==> src/rtl/actl_consts.vh <==
// constants of the codec tdm link: clock ratios, frame layout, slot sizes, reset timing
// assumes a 20 MHz system clock and a bit clock divided down from it
`ifndef ACTL_CONSTS_VH
`define ACTL_CONSTS_VH

// system clock in MHz
`define ACTL_CLK_MHZ 20
// nominal bit clock and frame rate of the link
`define ACTL_BCLK_NOM_HZ 24000000
`define ACTL_FRAME_HZ 48000
// bit clock periods in one frame
`define ACTL_FRAME_BCLKS (`ACTL_BCLK_NOM_HZ / `ACTL_FRAME_HZ)
`define ACTL_LAST_BIT 9'h1F3
// system clocks per bit clock period, and the phase points inside it
`define ACTL_DIV_W 3
`define ACTL_DIV_LAST 3'h7
`define ACTL_DIV_HALF 3'h3
`define ACTL_DIV_HIGH 3'h4
`define ACTL_DIV_SAMPLE 3'h6
// frame sync marker and stream tag placement, in bit clock periods
`define ACTL_SYNC_MARK 9'h004
`define ACTL_TAG_END 9'h008
`define ACTL_TAG_W 4
// payload word width and the span of whole words in a frame
`define ACTL_WORD_W 16
`define ACTL_SLOT_MASK 9'h00F
`define ACTL_TX_SLOT_MASK 9'h007
`define ACTL_WORD_END 9'h1F0
`define ACTL_BIT_W 9
// codec reset hold, which is also the strap window on the serial out pin
`define ACTL_STRAP_NS 1000
`define ACTL_STRAP_CYC ((`ACTL_STRAP_NS * `ACTL_CLK_MHZ + 999) / 1000)
`define ACTL_STRAP_W 5

`endif

==> src/rtl/actl_buf2.v <==
// two-entry buffer with valid and ready on both sides
// assumes write and read sides run on the same clock
module actl_buf2 (
	input wire clk_in, // system clock
	input wire rst_n_in, // async reset, active low
	input wire [15:0] wr_data_in, // word to store
	input wire wr_valid_in, // word offered
	output wire wr_ready_out, // space free
	output wire [15:0] rd_data_out, // head word
	output wire rd_valid_out, // head word present
	input wire rd_ready_in // head word taken
);

reg [15:0] mem0_ff;
reg [15:0] mem1_ff;
reg [1:0] cnt_ff;
reg wr_ready_ff;
reg rd_valid_ff;
reg [1:0] nxt_cnt;
wire push;
wire pop;

assign push = wr_valid_in & wr_ready_ff;
assign pop = rd_ready_in & rd_valid_ff;
assign wr_ready_out = wr_ready_ff;
assign rd_valid_out = rd_valid_ff;
assign rd_data_out = mem0_ff;

always @* begin
	nxt_cnt = cnt_ff;
	if (push && !pop)
		nxt_cnt = cnt_ff + 2'h1;
	else if (pop && !push)
		nxt_cnt = cnt_ff - 2'h1;
end

always @(posedge clk_in or negedge rst_n_in) begin
	if (!rst_n_in) begin
		mem0_ff <= 16'h0000;
		mem1_ff <= 16'h0000;
		cnt_ff <= 2'h0;
		wr_ready_ff <= 1'b0;
		rd_valid_ff <= 1'b0;
	end else begin
		cnt_ff <= nxt_cnt;
		wr_ready_ff <= (nxt_cnt != 2'h2);
		rd_valid_ff <= (nxt_cnt != 2'h0);
		if (pop) begin
			if (cnt_ff == 2'h2)
				mem0_ff <= mem1_ff;
			else if (push)
				mem0_ff <= wr_data_in;
			if (push && cnt_ff == 2'h2)
				mem1_ff <= wr_data_in;
		end else if (push) begin
			if (cnt_ff == 2'h0)
				mem0_ff <= wr_data_in;
			else
				mem1_ff <= wr_data_in;
		end
	end
end

endmodule // actl_buf2

==> src/rtl/actl_tdm_link.v <==
// host end of the tdm serial link to up to three audio codecs
// assumes codecs launch serial in data on the bit clock rising edge and align to frame sync
//
// Contract
// - the block drives an active-low codec link reset that is the master reset of every codec.
// - frame sync recurs at a fixed 5 kHz, one frame every 500 bit clock periods.
// - frame sync also carries the stream number, sent after the frame marker.
// - the block itself makes the link bit clock, 2.5 MHz, divided by eight from its own clock.
// - serial out data change on both bit clock edges, two bits per period.
// - serial in data carry one bit per bit clock period and are captured once per period.
// - there are three separate serial data inputs, one per codec.
// - only the high-definition codec protocol is served; no older codec mode exists.
// - serial out is released during codec reset and its level is caught there as a strap.
`include "actl_consts.vh"

module actl_tdm_link (
	input wire clk_in, // system clock, 20 MHz
	input wire rst_n_in, // async reset, active low
	input wire link_en_in, // link allowed to leave reset
	input wire [3:0] stream_num_in, // stream number for the next frame
	input wire [15:0] tx_data_in, // outgoing word
	input wire tx_valid_in, // outgoing word offered
	output wire tx_ready_out, // outgoing word accepted
	output reg [47:0] rx_data_out, // codec 2,1,0 words
	output reg rx_valid_out, // one-cycle pulse, new words
	output reg strap_out, // serial out level caught in reset
	output reg codec_link_reset_n_out, // codec master reset, active low
	output reg link_bit_clock_out, // link bit clock
	output reg frame_sync_out, // frame sync
	output reg serial_out_to_codecs_out, // serial out, driven value
	output reg serial_out_to_codecs_oe_out, // serial out, drive enable
	input wire serial_out_to_codecs_in, // serial out, pin level
	input wire [2:0] serial_in_from_codecs_in // serial in, one per codec
);

localparam ST_HOLD = 2'b01;
localparam ST_RUN = 2'b10;

//////////////////////////////////////////////////////////////////////////////
// helpers

function word_start;
	input [`ACTL_BIT_W-1:0] idx;
	input [`ACTL_BIT_W-1:0] mask;
	begin
		word_start = ((idx & mask) == 9'h000) && (idx < `ACTL_WORD_END);
	end
endfunction

function word_last;
	input [`ACTL_BIT_W-1:0] idx;
	begin
		word_last = ((idx & `ACTL_SLOT_MASK) == `ACTL_SLOT_MASK) && (idx < `ACTL_WORD_END);
	end
endfunction

// next divider phase; the bit clock output looks one phase ahead so it lines up with the divider
function [`ACTL_DIV_W-1:0] div_next;
	input [`ACTL_DIV_W-1:0] d;
	begin
		div_next = d + 3'h1;
	end
endfunction

function [15:0] shl_word;
	input [15:0] w;
	begin
		shl_word = {w[14:0], 1'b0};
	end
endfunction

// one new bit into each codec's word, codec 0 in the low word
function [47:0] rx_shift;
	input [47:0] sh;
	input [2:0] bits;
	integer k;
	begin
		rx_shift = sh;
		for (k = 0; k < 3; k = k + 1)
			rx_shift[k*16 +: 16] = {sh[k*16 +: 15], bits[k]};
	end
endfunction

//////////////////////////////////////////////////////////////////////////////
// declarations

reg [1:0] state_ff;
reg [1:0] nxt_state;
reg [`ACTL_STRAP_W-1:0] strap_cnt_ff;
reg [`ACTL_DIV_W-1:0] div_ff;
reg [`ACTL_BIT_W-1:0] bit_idx_ff;
reg [`ACTL_BIT_W-1:0] nxt_bit_idx;
reg [`ACTL_TAG_W-1:0] tag_ff;
reg [15:0] tx_sh_ff;
reg [47:0] rx_sh_ff;
reg [2:0] sdi_s1_ff;
reg [2:0] sdi_s2_ff;
reg sdo_s1_ff;
reg sdo_s2_ff;
reg nxt_sync;
wire strap_done;
wire leave_hold;
wire stay_run;
wire run;
wire rise_evt;
wire fall_evt;
wire load_evt;
wire [15:0] buf_data;
wire buf_valid;
wire buf_pop;
wire [`ACTL_BIT_W-1:0] tag_pos;

assign run = state_ff[1];
assign rise_evt = (div_ff == `ACTL_DIV_LAST);
assign fall_evt = (div_ff == `ACTL_DIV_HALF);
assign load_evt = run && rise_evt && word_start(nxt_bit_idx, `ACTL_TX_SLOT_MASK);
assign buf_pop = load_evt;
assign tag_pos = nxt_bit_idx - `ACTL_SYNC_MARK;
// state decodes shared by the reset sequence and the serial out enable
assign strap_done = (strap_cnt_ff == `ACTL_STRAP_CYC);
assign leave_hold = (state_ff == ST_HOLD) && (nxt_state == ST_RUN);
assign stay_run = run && (nxt_state == ST_RUN);

//////////////////////////////////////////////////////////////////////////////
// outgoing word buffer

actl_buf2 actl_buf2_i (
	.clk_in(clk_in),
	.rst_n_in(rst_n_in),
	.wr_data_in(tx_data_in),
	.wr_valid_in(tx_valid_in),
	.wr_ready_out(tx_ready_out),
	.rd_data_out(buf_data),
	.rd_valid_out(buf_valid),
	.rd_ready_in(buf_pop)
);

//////////////////////////////////////////////////////////////////////////////
// pin synchronisers

// serial in pins, two flops each
always @(posedge clk_in or negedge rst_n_in) begin
	if (!rst_n_in) begin
		sdi_s1_ff <= 3'h0;
		sdi_s2_ff <= 3'h0;
	end else begin
		sdi_s1_ff <= serial_in_from_codecs_in;
		sdi_s2_ff <= sdi_s1_ff;
	end
end

// serial out pin read back for the strap
always @(posedge clk_in or negedge rst_n_in) begin
	if (!rst_n_in) begin
		sdo_s1_ff <= 1'b0;
		sdo_s2_ff <= 1'b0;
	end else begin
		sdo_s1_ff <= serial_out_to_codecs_in;
		sdo_s2_ff <= sdo_s1_ff;
	end
end

//////////////////////////////////////////////////////////////////////////////
// reset and strap sequence

// codecs stay in reset for the whole strap window, then leave it only while the link is allowed
always @* begin
	nxt_state = state_ff;
	case (state_ff)
		ST_HOLD: begin
			if (link_en_in && strap_done)
				nxt_state = ST_RUN;
		end
		ST_RUN: begin
			if (!link_en_in)
				nxt_state = ST_HOLD;
		end
		default: nxt_state = ST_HOLD;
	endcase
end

always @(posedge clk_in or negedge rst_n_in) begin
	if (!rst_n_in) begin
		state_ff <= ST_HOLD;
		strap_cnt_ff <= 5'h00;
		strap_out <= 1'b0;
		codec_link_reset_n_out <= 1'b0;
	end else begin
		state_ff <= nxt_state;
		if (state_ff != ST_HOLD)
			strap_cnt_ff <= 5'h00;
		else if (!strap_done)
			strap_cnt_ff <= strap_cnt_ff + 5'h01;
		if (leave_hold)
			strap_out <= sdo_s2_ff;
		codec_link_reset_n_out <= (nxt_state == ST_RUN);
	end
end

//////////////////////////////////////////////////////////////////////////////
// bit clock and frame timing

always @* begin
	nxt_bit_idx = bit_idx_ff;
	if (rise_evt) begin
		if (bit_idx_ff == `ACTL_LAST_BIT)
			nxt_bit_idx = 9'h000;
		else
			nxt_bit_idx = bit_idx_ff + 9'h001;
	end
end

// marker high for the first periods, then the stream tag msb first
always @* begin
	nxt_sync = 1'b0;
	if (nxt_bit_idx < `ACTL_SYNC_MARK)
		nxt_sync = 1'b1;
	else if (nxt_bit_idx < `ACTL_TAG_END)
		nxt_sync = tag_ff[`ACTL_TAG_W-1-tag_pos[1:0]];
end

// bit clock runs from reset on; the divider starts in the low phase so the first high phase is whole
always @(posedge clk_in or negedge rst_n_in) begin
	if (!rst_n_in) begin
		div_ff <= `ACTL_DIV_LAST;
		link_bit_clock_out <= 1'b0;
	end else begin
		div_ff <= div_next(div_ff);
		link_bit_clock_out <= (div_next(div_ff) < `ACTL_DIV_HIGH);
	end
end

always @(posedge clk_in or negedge rst_n_in) begin
	if (!rst_n_in) begin
		bit_idx_ff <= `ACTL_LAST_BIT;
		frame_sync_out <= 1'b0;
		tag_ff <= 4'h0;
	end else begin
		if (!run) begin
			bit_idx_ff <= `ACTL_LAST_BIT;
			frame_sync_out <= 1'b0;
		end else if (rise_evt) begin
			bit_idx_ff <= nxt_bit_idx;
			frame_sync_out <= nxt_sync;
			if (nxt_bit_idx == 9'h000)
				tag_ff <= stream_num_in;
		end
	end
end

//////////////////////////////////////////////////////////////////////////////
// serial out, two bits per bit clock period

always @(posedge clk_in or negedge rst_n_in) begin
	if (!rst_n_in) begin
		tx_sh_ff <= 16'h0000;
		serial_out_to_codecs_out <= 1'b0;
		serial_out_to_codecs_oe_out <= 1'b0;
	end else begin
		// released on the edge the codec reset drops, so the strap pin is never driven in reset
		serial_out_to_codecs_oe_out <= stay_run;
		if (!run) begin
			tx_sh_ff <= 16'h0000;
			serial_out_to_codecs_out <= 1'b0;
		end else if (load_evt) begin
			if (buf_valid) begin
				serial_out_to_codecs_out <= buf_data[15];
				tx_sh_ff <= shl_word(buf_data);
			end else begin
				serial_out_to_codecs_out <= 1'b0;
				tx_sh_ff <= 16'h0000;
			end
		end else if (rise_evt || fall_evt) begin
			serial_out_to_codecs_out <= tx_sh_ff[15];
			tx_sh_ff <= shl_word(tx_sh_ff);
		end
	end
end

//////////////////////////////////////////////////////////////////////////////
// serial in, one bit per period from each codec

// sample point sits two clocks after the bit clock falls, covering the synchroniser delay
always @(posedge clk_in or negedge rst_n_in) begin
	if (!rst_n_in) begin
		rx_sh_ff <= 48'h000000000000;
		rx_data_out <= 48'h000000000000;
		rx_valid_out <= 1'b0;
	end else begin
		rx_valid_out <= 1'b0;
		if (run && div_ff == `ACTL_DIV_SAMPLE) begin
			rx_sh_ff <= rx_shift(rx_sh_ff, sdi_s2_ff);
			if (word_last(bit_idx_ff)) begin
				rx_data_out <= rx_shift(rx_sh_ff, sdi_s2_ff);
				rx_valid_out <= 1'b1;
			end
		end
	end
end

endmodule // actl_tdm_link

==> config.mk <==
export PLATFORM = sky130hd
export DESIGN_NAME = actl_tdm_link
export DESIGN_NICKNAME = d
export VERILOG_FILES = /design/src/rtl/actl_buf2.v /design/src/rtl/actl_tdm_link.v
export VERILOG_INCLUDE_DIRS = /design/src /design/src/rtl
export SDC_FILE = /design/constraint.sdc
export NUM_CORES = 1
export LEC_CHECK = 0
export ABC_AREA = 1
export BUFFER_PORTS_ARGS = -buffer_cell sky130_fd_sc_hd__buf_2
export CAP_MARGIN = 10
export CORE_MARGIN = 1.5
export CORE_UTILIZATION = 55
export CTS_CLUSTER_DIAMETER = 50
export CTS_CLUSTER_SIZE = 12
export DETAILED_ROUTE_END_ITERATION = 6
export GPL_TIMING_DRIVEN = 0
export PLACE_DENSITY = 0.83
export SLEW_MARGIN = 20
export SYNTH_ARGS = -nofsm -noshare
export SYNTH_HDL_FRONTEND = slang
export SYNTH_SLANG_ARGS = --single-unit
==> constraint.sdc <==
create_clock -name clk_in -period 2.98 [get_ports clk_in]
set_input_delay 0.149 -clock clk_in [delete_from_list [all_inputs] [get_ports clk_in]]
set_output_delay 0.149 -clock clk_in [all_outputs]
set_load 0.02 [all_outputs]
==> metrics.csv, run 1 <==
metric,value,unit
status,"complete, no violations",
global-route wire length before repair,26030,um
mux cell area share after synthesis,0,
number of enable flip-flop cells after synthesis,0,
final cell count without fillers,1194,
Max Buffers Root-to-Sink,2,
Max VDD drop,0.4539,mV
GRT Util Overall,0.2208,
Root Driver,clkbuf_16,
CP Cell Sequence,ha_1 -> ha_1 -> buf_4 -> nand2_2 -> nor2_4 -> nand3_1 -> nand2_1 -> nand3_1 -> nor2_2 -> nand3_4 -> nand2_2 -> nand3_2 -> inv_2 -> nor2_4 -> buf_2 -> nand2_1 -> nand2_1,
"Net count, final",1040,
Starting Density,0.5601,
Hold Fails Final Rpt,0,
CP Launch Type,register,
"FFs w/ async S/R, synth",1.000,
leakage,4.774,nW
"Data arrival, critical path",3.01,ns
Post-route DRC,0,
Total Wirelength,15050,um
Sw Share,0.2743,
worst rel slew slack,0.5428,
grt ovf,0,
mean post-synth cell area,8.872,sq um
# IOs,84,
DP Wirelength,9948,um
H-tree Lvls,4,
vias in the first global route,5659,
Setup Skew,0.007138,ns
area grow syn2layout,19.82,%
Antenna Nets Post-Route,0,
top-count cell post-synth,nand2_1,
Max Slew Vio Count,0,
Most used DFF post-synth,dfrtp_1,
Synthesized Nets,912,
n_diodes,0,
Chip Height,121.7,um
Power Density,642.1,mW/mm^2
Final period util,0.8996,
WL/cell,12.60,um
Crit Path Class,register to register,
Power Internal,0.004324,W
routing usage on met1,0.2945,
Simple-Gate Fraction of Synth Area,0.2522,
Final setup viols,0,
Placed Cells,1137,
Crit Path Max Fanout,10,
Core ar.,0.01383,sq mm
"Top cell by count, worst path",nand2_1,
First-pass DRT Iterations,5,
combinational power share,0.129,
max_cap viols,0,
area share of the largest cell type after synthesis,0.5525,
Synth area leader,dfrtp_1,
sequential share of power,0.488,
Worst-Margin Slew,0.6859,ns
WP buf/inv,3,
XOR/XNOR share of the synthesized area,0.002262,
largest cells by area after synthesis,"dfrtp_1, nand2_1, o21ai_0",
RSZ-0062 raised after global routing,no,
Mapped Area,0.007745,sq mm
Worst path top cell family by delay,simple AND/OR/NAND/NOR gates,
initial antenna violation count,0,
DRT iter0 DRCs,482,
Synth Area in Adders,0.01777,
# clock sinks,182,
synth unique cells,36,
clock slew at the register clock pins of the worst setup and hold paths,0.07,ns
GPL Wtd Cong,0.7726,
synth cell count leaders,"nand2_1, dfrtp_1, o21ai_0",
DIE AREA,0.01480,sq mm
final worst path period need,2.681,ns
Via Count,5976,
clock power share,0.383,
sequential cell area,0.004568,sq mm
GR Util met2,0.3549,
pin count of the biggest net entering global routing,95,
largest family of logic cells by synthesized area,simple AND/OR/NAND/NOR gates,
"Most Used Layer, Global Route",met2,
port bufs,83,
CTS Buf Count,17,
Yosys reg bits,182,
Synth Area in Compound Gates,0.07609,
slowest CP cell,dfstp_2,
Hold Crit Class,input port to register,
Fmax,0.3730,GHz
Critical Path End Type,register,
clock insertion delay at the later pin of the skew report,0.43,ns
sequential element share of the synthesized area,0.5898,
Fin Setup TNS,0,ns
YS warnings,0,
critical path's largest stage delay,0.55,ns
Sw Pwr,0.001635,W
num rows,43,
CTS tree,yes,
Die Span X,121.7,um
layout cells sized above 1,0.1755,
met3 usage,0.04869,
Mapped Cells,873,
Worst Path Required,3.31,ns
Filler cells,1013,
drt via density,5.005,
Multi-input gate area,0.002698,sq mm
area by class of cell:
type | instances | share of cell area
Sequential cell | 182 | 0.4922
Multi-Input combinational cell | 575 | 0.2907
Timing Repair Buffer | 109 | 0.07577
Clock buffer | 18 | 0.04732
Inverter | 83 | 0.03384
Tap cell | 180 | 0.02427
Clock inverter | 14 | 0.01807
Buffer | 33 | 0.01780
placed cells by master, fill, tap and decap left out, types with 11 or more instances in the layout:
cell type      Yosys  final
nand2_1          358    358
dfrtp_1          171    171
o21ai_0          103    103
buf_2              6     88
inv_1             80     80
nand3_1           36     36
dlygate4sd3_1      0     25
clkbuf_1          19     19
clkbuf_16          0     17
nand2_2           16     16
nor2_1            11     11
ha_1              11     11
dfstp_2           11     11
tightest hold or removal path: stages:
cell,delay [ns]
buf_2,0.10
nand2_1,0.07
nand3_1,0.06
nand2_1,0.09
final timing paths:
kind | startpoint | to | slack (ns) | cells past startpoint
max | div_ff[0] | tx_sh_ff[12] | 0.30 | 17
min | link_en_in | state_ff[0] | 0.06 | 4
max reg2reg | div_ff[0] | tx_sh_ff[12] | 0.30 | 17
min reg2reg | sdi_s1_ff[2] | sdi_s2_ff[2] | 0.35 | 0
max in group asynchronous | rst_n_in | bit_idx_ff[7] | 1.79 | 3
min in group asynchronous | rst_n_in | rx_data_out[5] | 0.33 | 2
repair_timing:
action                                 CTS  global route
hold buffers                            25             0
endpoints found under the hold margin  110             0
buffers inserted                         0             0
gates resized for setup                  0             0
cell families after synthesis:
family / Yosys count
flip-flops: 182
AND/OR/NAND/NOR: 448
buffers and inverters: 116
adder cells (fa/ha/maj): 11
XOR/XNOR: 2
AO/OA/AOI/OAI: 114
flip-flops by register name, indices dropped and copies added (netlist names), 2 cells and up:
signal,cells
rx_sh_ff,45
sdi_s2_ff,3
actl_buf2_i.mem1_ff,16
div_ff,3
sdi_s1_ff,3
rx_data_out,48
actl_buf2_i.cnt_ff,2
tag_ff,4
state_ff,2
bit_idx_ff,9
tx_sh_ff,15
actl_buf2_i.rd_data_out,16
strap_cnt_ff,5
power by group through the flow:
stage	Clock (W)	Sequential (W)	Combinational [W]
4_1_cts	0.00232	0.00290	0.000772
5_1_grt	0.00242	0.00293	0.000890
3_5_place_dp	0	0.00295	0.000740
6_report	0.00228	0.00291	0.000769
2_1_floorplan	0	0.00292	0.000540
3_3_place_gp	0	0.00294	0.000703
routing by layer:
| metal | up-vias | share of wire | routed length (um) |
|---|---|---|---|
| li1 | 2985 | - | - |
| met3 | 26 | 0.047 | 709 |
| met5 | - | 0 | 0 |
| met2 | 149 | 0.48 | 7177 |
| met1 | 2816 | 0.46 | 6896 |
| met4 | 0 | 0.018 | 265 |
through the flow:
step | utilization | hold WS [ns] | worst slack, ns | total power [W] | area (sq um)
global placement | 0.6065 | 0.2581 | -1.010 | 0.003641 | 8386
global route | 0.6712 | 0.07338 | 0.02857 | 0.006240 | 9280
finish | 0.6712 | 0.05950 | 0.2992 | 0.005959 | 9280
floorplan | - | -0.1466 | 0.6352 | 0.003464 | 7745
CTS | 0.6712 | 0.04294 | 0.2850 | 0.005997 | 9280
detailed placement | 0.6092 | 0.2173 | 0.3164 | 0.003687 | 8423
Note: power is estimated with default switching activity, not from simulation.
==> run 2: changes to the inputs <==
Settings changed: RECOVER_POWER set to 25.
==> metrics.csv, run 2 (synthesis gave the netlist of run 1 again) <==
metric,value,unit,change
status,"complete, but fails checks",,
failing checks,"capacitance limit, slew limit",,
DP Worst Slack,0.3164,ns,unchanged
Max VDD drop,0.4539,mV,about the same
GRT Util Overall,0.2208,,unchanged
initial antenna violation count,0,,unchanged
CP Launch Type,register,,
pin count of the biggest net entering global routing,95,,unchanged
worst rel slew slack,-0.5444,,-1.087
DP Wirelength,9948,um,unchanged
Worst-Margin Slew,2.317,ns,+1.631 ns
sequential cell area,0.004568,sq mm,unchanged
CTS Buf Count,17,,unchanged
H-tree Lvls,4,,unchanged
Top Registers,"rx_data_out x48, rx_sh_ff x45",,
Power Density,642.8,mW/mm^2,+0.10%
leakage,4.771,nW,about the same
layout cells sized above 1,0.1755,,unchanged
Root Driver,clkbuf_16,,
First-pass DRT Iterations,5,,unchanged
Top reg by flops,rx_data_out,,
drt via density,5.001,,about the same
Max Slew Vio Count,94,,+94
# clock sinks,182,,unchanged
"Net count, final",1040,,unchanged
Largest register FFs,48,,unchanged
Hold Fails Final Rpt,0,,unchanged
Die Span X,121.7,um,unchanged
Crit Path Class,register to register,,
"commonest non-fill, non-tap cells in the layout","nand2_1, dfrtp_1, o21ai_0, buf_2, inv_1",,
Setup Skew,0.007138,ns,-0.0000002000 ns
max_cap viols,1,,+1
Final period util,0.8996,,about the same
Chip Height,121.7,um,unchanged
Antenna Nets Post-Route,0,,unchanged
# IOs,84,,unchanged
num rows,43,,unchanged
Resize count post-CTS,0,,unchanged
"Data arrival, critical path",3.01,ns,about the same
grt ovf,0,,unchanged
Fmax,0.3730,GHz,about the same
"most common cell after layout, fill and taps aside",nand2_1,,
Final setup viols,0,,unchanged
Crit Path Max Fanout,10,,unchanged
Total Wirelength,15060,um,about the same
Filler cells,1014,,+0.099%
Multi-input gate area,0.002698,sq mm,unchanged
clock slew at the register clock pins of the worst setup and hold paths,0.07,ns,about the same
Hold Crit Class,input port to register,,
Max Buffers Root-to-Sink,2,,unchanged
CTS tree,yes,,
final cell count without fillers,1194,,unchanged
Worst Path Required,3.31,ns,about the same
Post-route DRC,0,,unchanged
WL/cell,12.61,um,about the same
Via Count,5971,,-0.084%
DRT iter0 DRCs,482,,unchanged
global-route wire length before repair,26030,um,unchanged
clock insertion delay at the later pin of the skew report,0.43,ns,about the same
Worst Slack Setup Final,0.2993,ns,+0.00007500 ns
Critical Path End Type,register,,
Starting Density,0.5601,,unchanged
RSZ-0062 raised after global routing,no,,
area grow syn2layout,19.69,%,
post-CTS setup repair buffer count,0,,unchanged
Placed Cells,1137,,unchanged
final worst path period need,2.681,ns,-0.00007500 ns
port bufs,83,,unchanged
GPL Wtd Cong,0.7726,,unchanged
n_diodes,0,,unchanged
DIE AREA,0.01480,sq mm,unchanged
Fin Setup TNS,0,ns,unchanged
vias in the first global route,5659,,unchanged
Core ar.,0.01383,sq mm,unchanged
run 2: report_power, final:
part           internal, W  switching (W)
Clock              0.00128        0.00100
Sequential         0.00275       0.000159
Combinational     0.000292       0.000476
run 2: what timing repair did:
| action | in CTS | in global routing |
|---|---|---|
| endpoints found under the hold margin | 110 | 0 |
| hold buffers | 25 | 0 |
| setup endpoints to repair | 0 | 0 |
run 2: path summary, 6_finish.rpt:
check / from / endpoint / cells after the start / slack (ns)
max: div_ff[0] / tx_sh_ff[12] / 17 / 0.30
min: link_en_in / state_ff[0] / 4 / 0.06
max reg2reg: div_ff[0] / tx_sh_ff[12] / 17 / 0.30
min reg2reg: sdi_s1_ff[2] / sdi_s2_ff[2] / 0 / 0.35
max in group asynchronous: rst_n_in / strap_cnt_ff[2] / 2 / 0.68
min in group asynchronous: rst_n_in / rx_sh_ff[7] / 2 / 0.96
run 2: cell type report:
type	count	area share
inverter	83	0.03388
clock inverter	14	0.01809
multi-input combinational	575	0.2910
buffer	33	0.01782
tap	180	0.02429
clock buffer	18	0.04737
timing repair buffer	109	0.07477
sequential	182	0.4928
run 2: stage by stage:
stage	total power (W)	hold slack (ns)	util	instance area (sq um)
5_1_grt	0.006239	0.07338	0.6704	9270
3_3_place_gp	0.003641	0.2581	0.6065	8386
2_1_floorplan	0.003464	-0.1466	-	7745
6_report	0.005959	0.05930	0.6704	9270
4_1_cts	0.005997	0.04294	0.6712	9280
3_5_place_dp	0.003687	0.2173	0.6092	8423
run 2: per-layer routing:
metal	vias to the layer above	track usage	share of wire
met5	-	0	0
met1	2814	0.2945	0.46
met3	26	0.04869	0.047
met4	0	0.08676	0.018
li1	2985	-	-
met2	146	0.3549	0.48
run 2: worst max-delay path: stages (launching register included):
cell     delay (ns)
dfstp_2        0.55
ha_1           0.14
ha_1           0.13
buf_4          0.17
nand2_2        0.09
nor2_4         0.12
nand3_1        0.10
nand2_1        0.07
nand3_1        0.13
nor2_2         0.16
nand3_4        0.12
nand2_2        0.14
nand3_2        0.11
inv_2          0.14
nor2_4         0.06
buf_2          0.19
nand2_1        0.09
nand2_1        0.05
==> run 3: changes to the inputs <==
Settings changed: ABC_AREA 1 to unset.
==> metrics.csv, run 3 <==
metric,value,unit,change
Antenna Nets Post-Route,0,,unchanged
WP buf/inv,2,,-1
"Top cell by count, worst path",buf_6,,
Max Buffers Root-to-Sink,2,,unchanged
Power Density,632.3,mW/mm^2,-1.6%
Worst-Margin Slew,1.907,ns,-0.4095 ns
final worst path period need,2.933,ns,+0.2523 ns
GPL Wtd Cong,0.8687,,+12%
Via Count,5455,,-8.6%
area share of the largest cell type after synthesis,0.5356,,-0.01687
vias in the first global route,5643,,-0.28%
"Data arrival, critical path",3.25,ns,+0.24 ns
DP Worst Slack,-0.2456,ns,-0.5620 ns
num rows,43,,unchanged
DRT iter0 DRCs,327,,-32%
Setup Skew,0.01121,ns,+0.004073 ns
Crit Path Class,register to register,,
Hold Fails Final Rpt,0,,unchanged
worst rel slew slack,-0.2713,,+0.2730
Total Wirelength,16400,um,+8.9%
Sw Share,0.2859,,+0.01148
CTS tree,yes,,
Worst Slack Setup Final,0.04704,ns,-0.2523 ns
Yosys reg bits,182,,unchanged
highest routed layer,met4,,
Critical Path Source,div_ff[1],,
largest cells by area after synthesis,"dfrtp_1, mux2_2, dfstp_2",,
Root Driver,clkbuf_16,,
DP Wirelength,10750,um,+8.0%
Core ar.,0.01404,sq mm,+1.6%
# clock sinks,182,,unchanged
max_cap viols,1,,unchanged
synth cell count leaders,"dfrtp_1, mux2_2, nand2_1",,
final cell count without fillers,973,,-19%
synth unique cells,52,,+44%
Starting Density,0.5689,,+0.008791
slowest CP cell,dfstp_2,,
RR Startpoint,div_ff[1],,
Largest register FFs,48,,unchanged
Worst path top cell family by delay,simple AND/OR/NAND/NOR gates,,
Top Registers,"rx_data_out x48, rx_sh_ff x45",,
Crit Path Max Fanout,5,,-5
"most common cell after layout, fill and taps aside",dfrtp_1,,
global-route wire length before repair,27190,um,+4.5%
layout cells sized above 1,0.3670,,+0.1914
port bufs,83,,unchanged
Top reg by flops,rx_data_out,,
top-count cell post-synth,dfrtp_1,,
n_diodes,0,,unchanged
combinational power share,0.164,,+0.035
Power Total,0.006085,W,+2.1%
Worst Path Required,3.29,ns,-0.02 ns
H-tree Lvls,4,,unchanged
CP Cell Sequence,ha_1 -> ha_2 -> buf_6 -> nand2_2 -> or4_4 -> nand3_2 -> o211ai_4 -> nand4_4 -> a2bb2oi_4 -> buf_6 -> mux2_1,,
Placed Cells,905,,-20%
area grow syn2layout,20.47,%,
sequential share of power,0.484,,-0.004
leakage,4.635,nW,-2.9%
WL/cell,16.85,um,+34%
"commonest non-fill, non-tap cells in the layout","dfrtp_1, mux2_2, buf_2, nand2_1, clkbuf_1",,
Die Span X,123.5,um,+1.5%
WHS,0.1015,ns,+0.04220 ns
Critical Path End Type,register,,
"Net count, final",819,,-21%
Filler cells,993,,-2.1%
Max Slew Vio Count,78,,-17%
Final period util,0.9842,,+0.08465
Most used DFF post-synth,dfrtp_1,,
Power Internal,0.004345,W,+0.50%
GRT Util Overall,0.2319,,+0.01106
Fin Setup TNS,0,ns,unchanged
mean post-synth cell area,12.46,sq um,+40%
YS warnings,0,,unchanged
hold path startpoint,link_en_in,,
Chip Height,123.5,um,+1.5%
initial antenna violation count,0,,unchanged
DIE AREA,0.01526,sq mm,+3.1%
Final setup viols,0,,unchanged
# IOs,84,,unchanged
CTS Buf Count,17,,unchanged
Post-route DRC,0,,unchanged
Synth area leader,dfrtp_1,,
Sw Pwr,0.001740,W,+6.4%
clock slew at the register clock pins of the worst setup and hold paths,0.07,ns,about the same
CP Launch Type,register,,
Fmax,0.3410,GHz,-8.6%
flop2flop setup slack,0.05,ns,-0.25 ns
First-pass DRT Iterations,5,,unchanged
wl on met1,6932,um,+0.39%
Synthesized Nets,680,,-25%
"FFs w/ async S/R, synth",1.000,,unchanged
grt ovf,0,,unchanged
status,"complete, but fails checks",,
sequential element share of the synthesized area,0.5718,,-0.01801
Mapped Area,0.007989,sq mm,+3.2%
clock power share,0.351,,-0.032
drt via density,5.606,,+12%
Mapped Cells,641,,-27%
Met2 Wirelength,8573,um,+19%
clock insertion delay at the later pin of the skew report,0.43,ns,about the same
number of enable flip-flop cells after synthesis,0,,unchanged
failing checks,"capacitance limit, slew limit",,
Hold Crit Class,input port to register,,
pin count of the biggest net entering global routing,106,,+12%
met3 WL,582,um,-17%
Max VDD drop,0.4979,mV,+9.7%
critical path's largest stage delay,0.55,ns,about the same
## run 3: metal layers
| layer | vias up | global-route usage |
|---|---|---|
| met2 | 132 | 0.3892 |
| li1 | 2545 | - |
| met3 | 31 | 0.05397 |
| met5 | - | 0 |
| met1 | 2747 | 0.2950 |
| met4 | 0 | 0.08477 |
## run 3: per-stage QoR
step / utilization / area, sq um
6_report: 0.6854 / 9624
5_1_grt: 0.6854 / 9624
3_3_place_gp: 0.6145 / 8630
3_5_place_dp: 0.6172 / 8667
4_1_cts: 0.6807 / 9558
2_1_floorplan: - / 7989
## run 3: final timing paths
check / endpoint / cells past startpoint
setup reg to reg: actl_buf2_i.mem1_ff[0] / 11
hold / removal: state_ff[0] / 4
max in group asynchronous: sdi_s1_ff[0] / 3
setup / recovery: actl_buf2_i.mem1_ff[0] / 11
hold reg to reg: sdi_s2_ff[0] / 0
min in group asynchronous: actl_buf2_i.mem1_ff[2] / 2
## run 3: repair_timing
action	in CTS	in global routing
endpoints found under the setup margin	41	56
gates resized for setup	10	19
buffers inserted	4	8
pin swaps	2	6
hold buffers	25	0
endpoints found under the hold margin	104	0
cloned	1	0
## run 3: kinds of logic after synthesis
family	Yosys count	synth area share
flops	182	0.5718
simple gates	168	0.1056
mux	136	0.1901
compound gates	83	0.07345
buf+inv	53	0.03305
fa+ha+maj	11	0.01723
xor+xnor	8	0.008771
## run 3: cell type report
class | count | area, sq um | share of cell area
buffer | 38 | 221.5 | 0.02301
clock buffer | 17 | 425.4 | 0.04420
clock inverter | 15 | 138.9 | 0.01443
inverter | 13 | 48.80 | 0.005070
multi-input combinational | 406 | 3217 | 0.3342
sequential | 182 | 4568 | 0.4746
tap | 180 | 225.2 | 0.02340
timing repair buffer | 122 | 779.5 | 0.08099
## run 3: power by group through the flow
stage	Combinational (W)	Clock, W	Sequential [W]
2_1_floorplan	0.000685	0	0.00293
6_report	0.000999	0.00214	0.00295
5_1_grt	0.00111	0.00227	0.00298
4_1_cts	0.000994	0.00217	0.00294
3_3_place_gp	0.000849	0	0.00297
3_5_place_dp	0.000927	0	0.00298
## run 3: worst min-delay path: cells and delay by family
family | cells | cell delay, ns
buffers and inverters | 2 | 0.15
AO/OA/AOI/OAI | 2 | 0.21
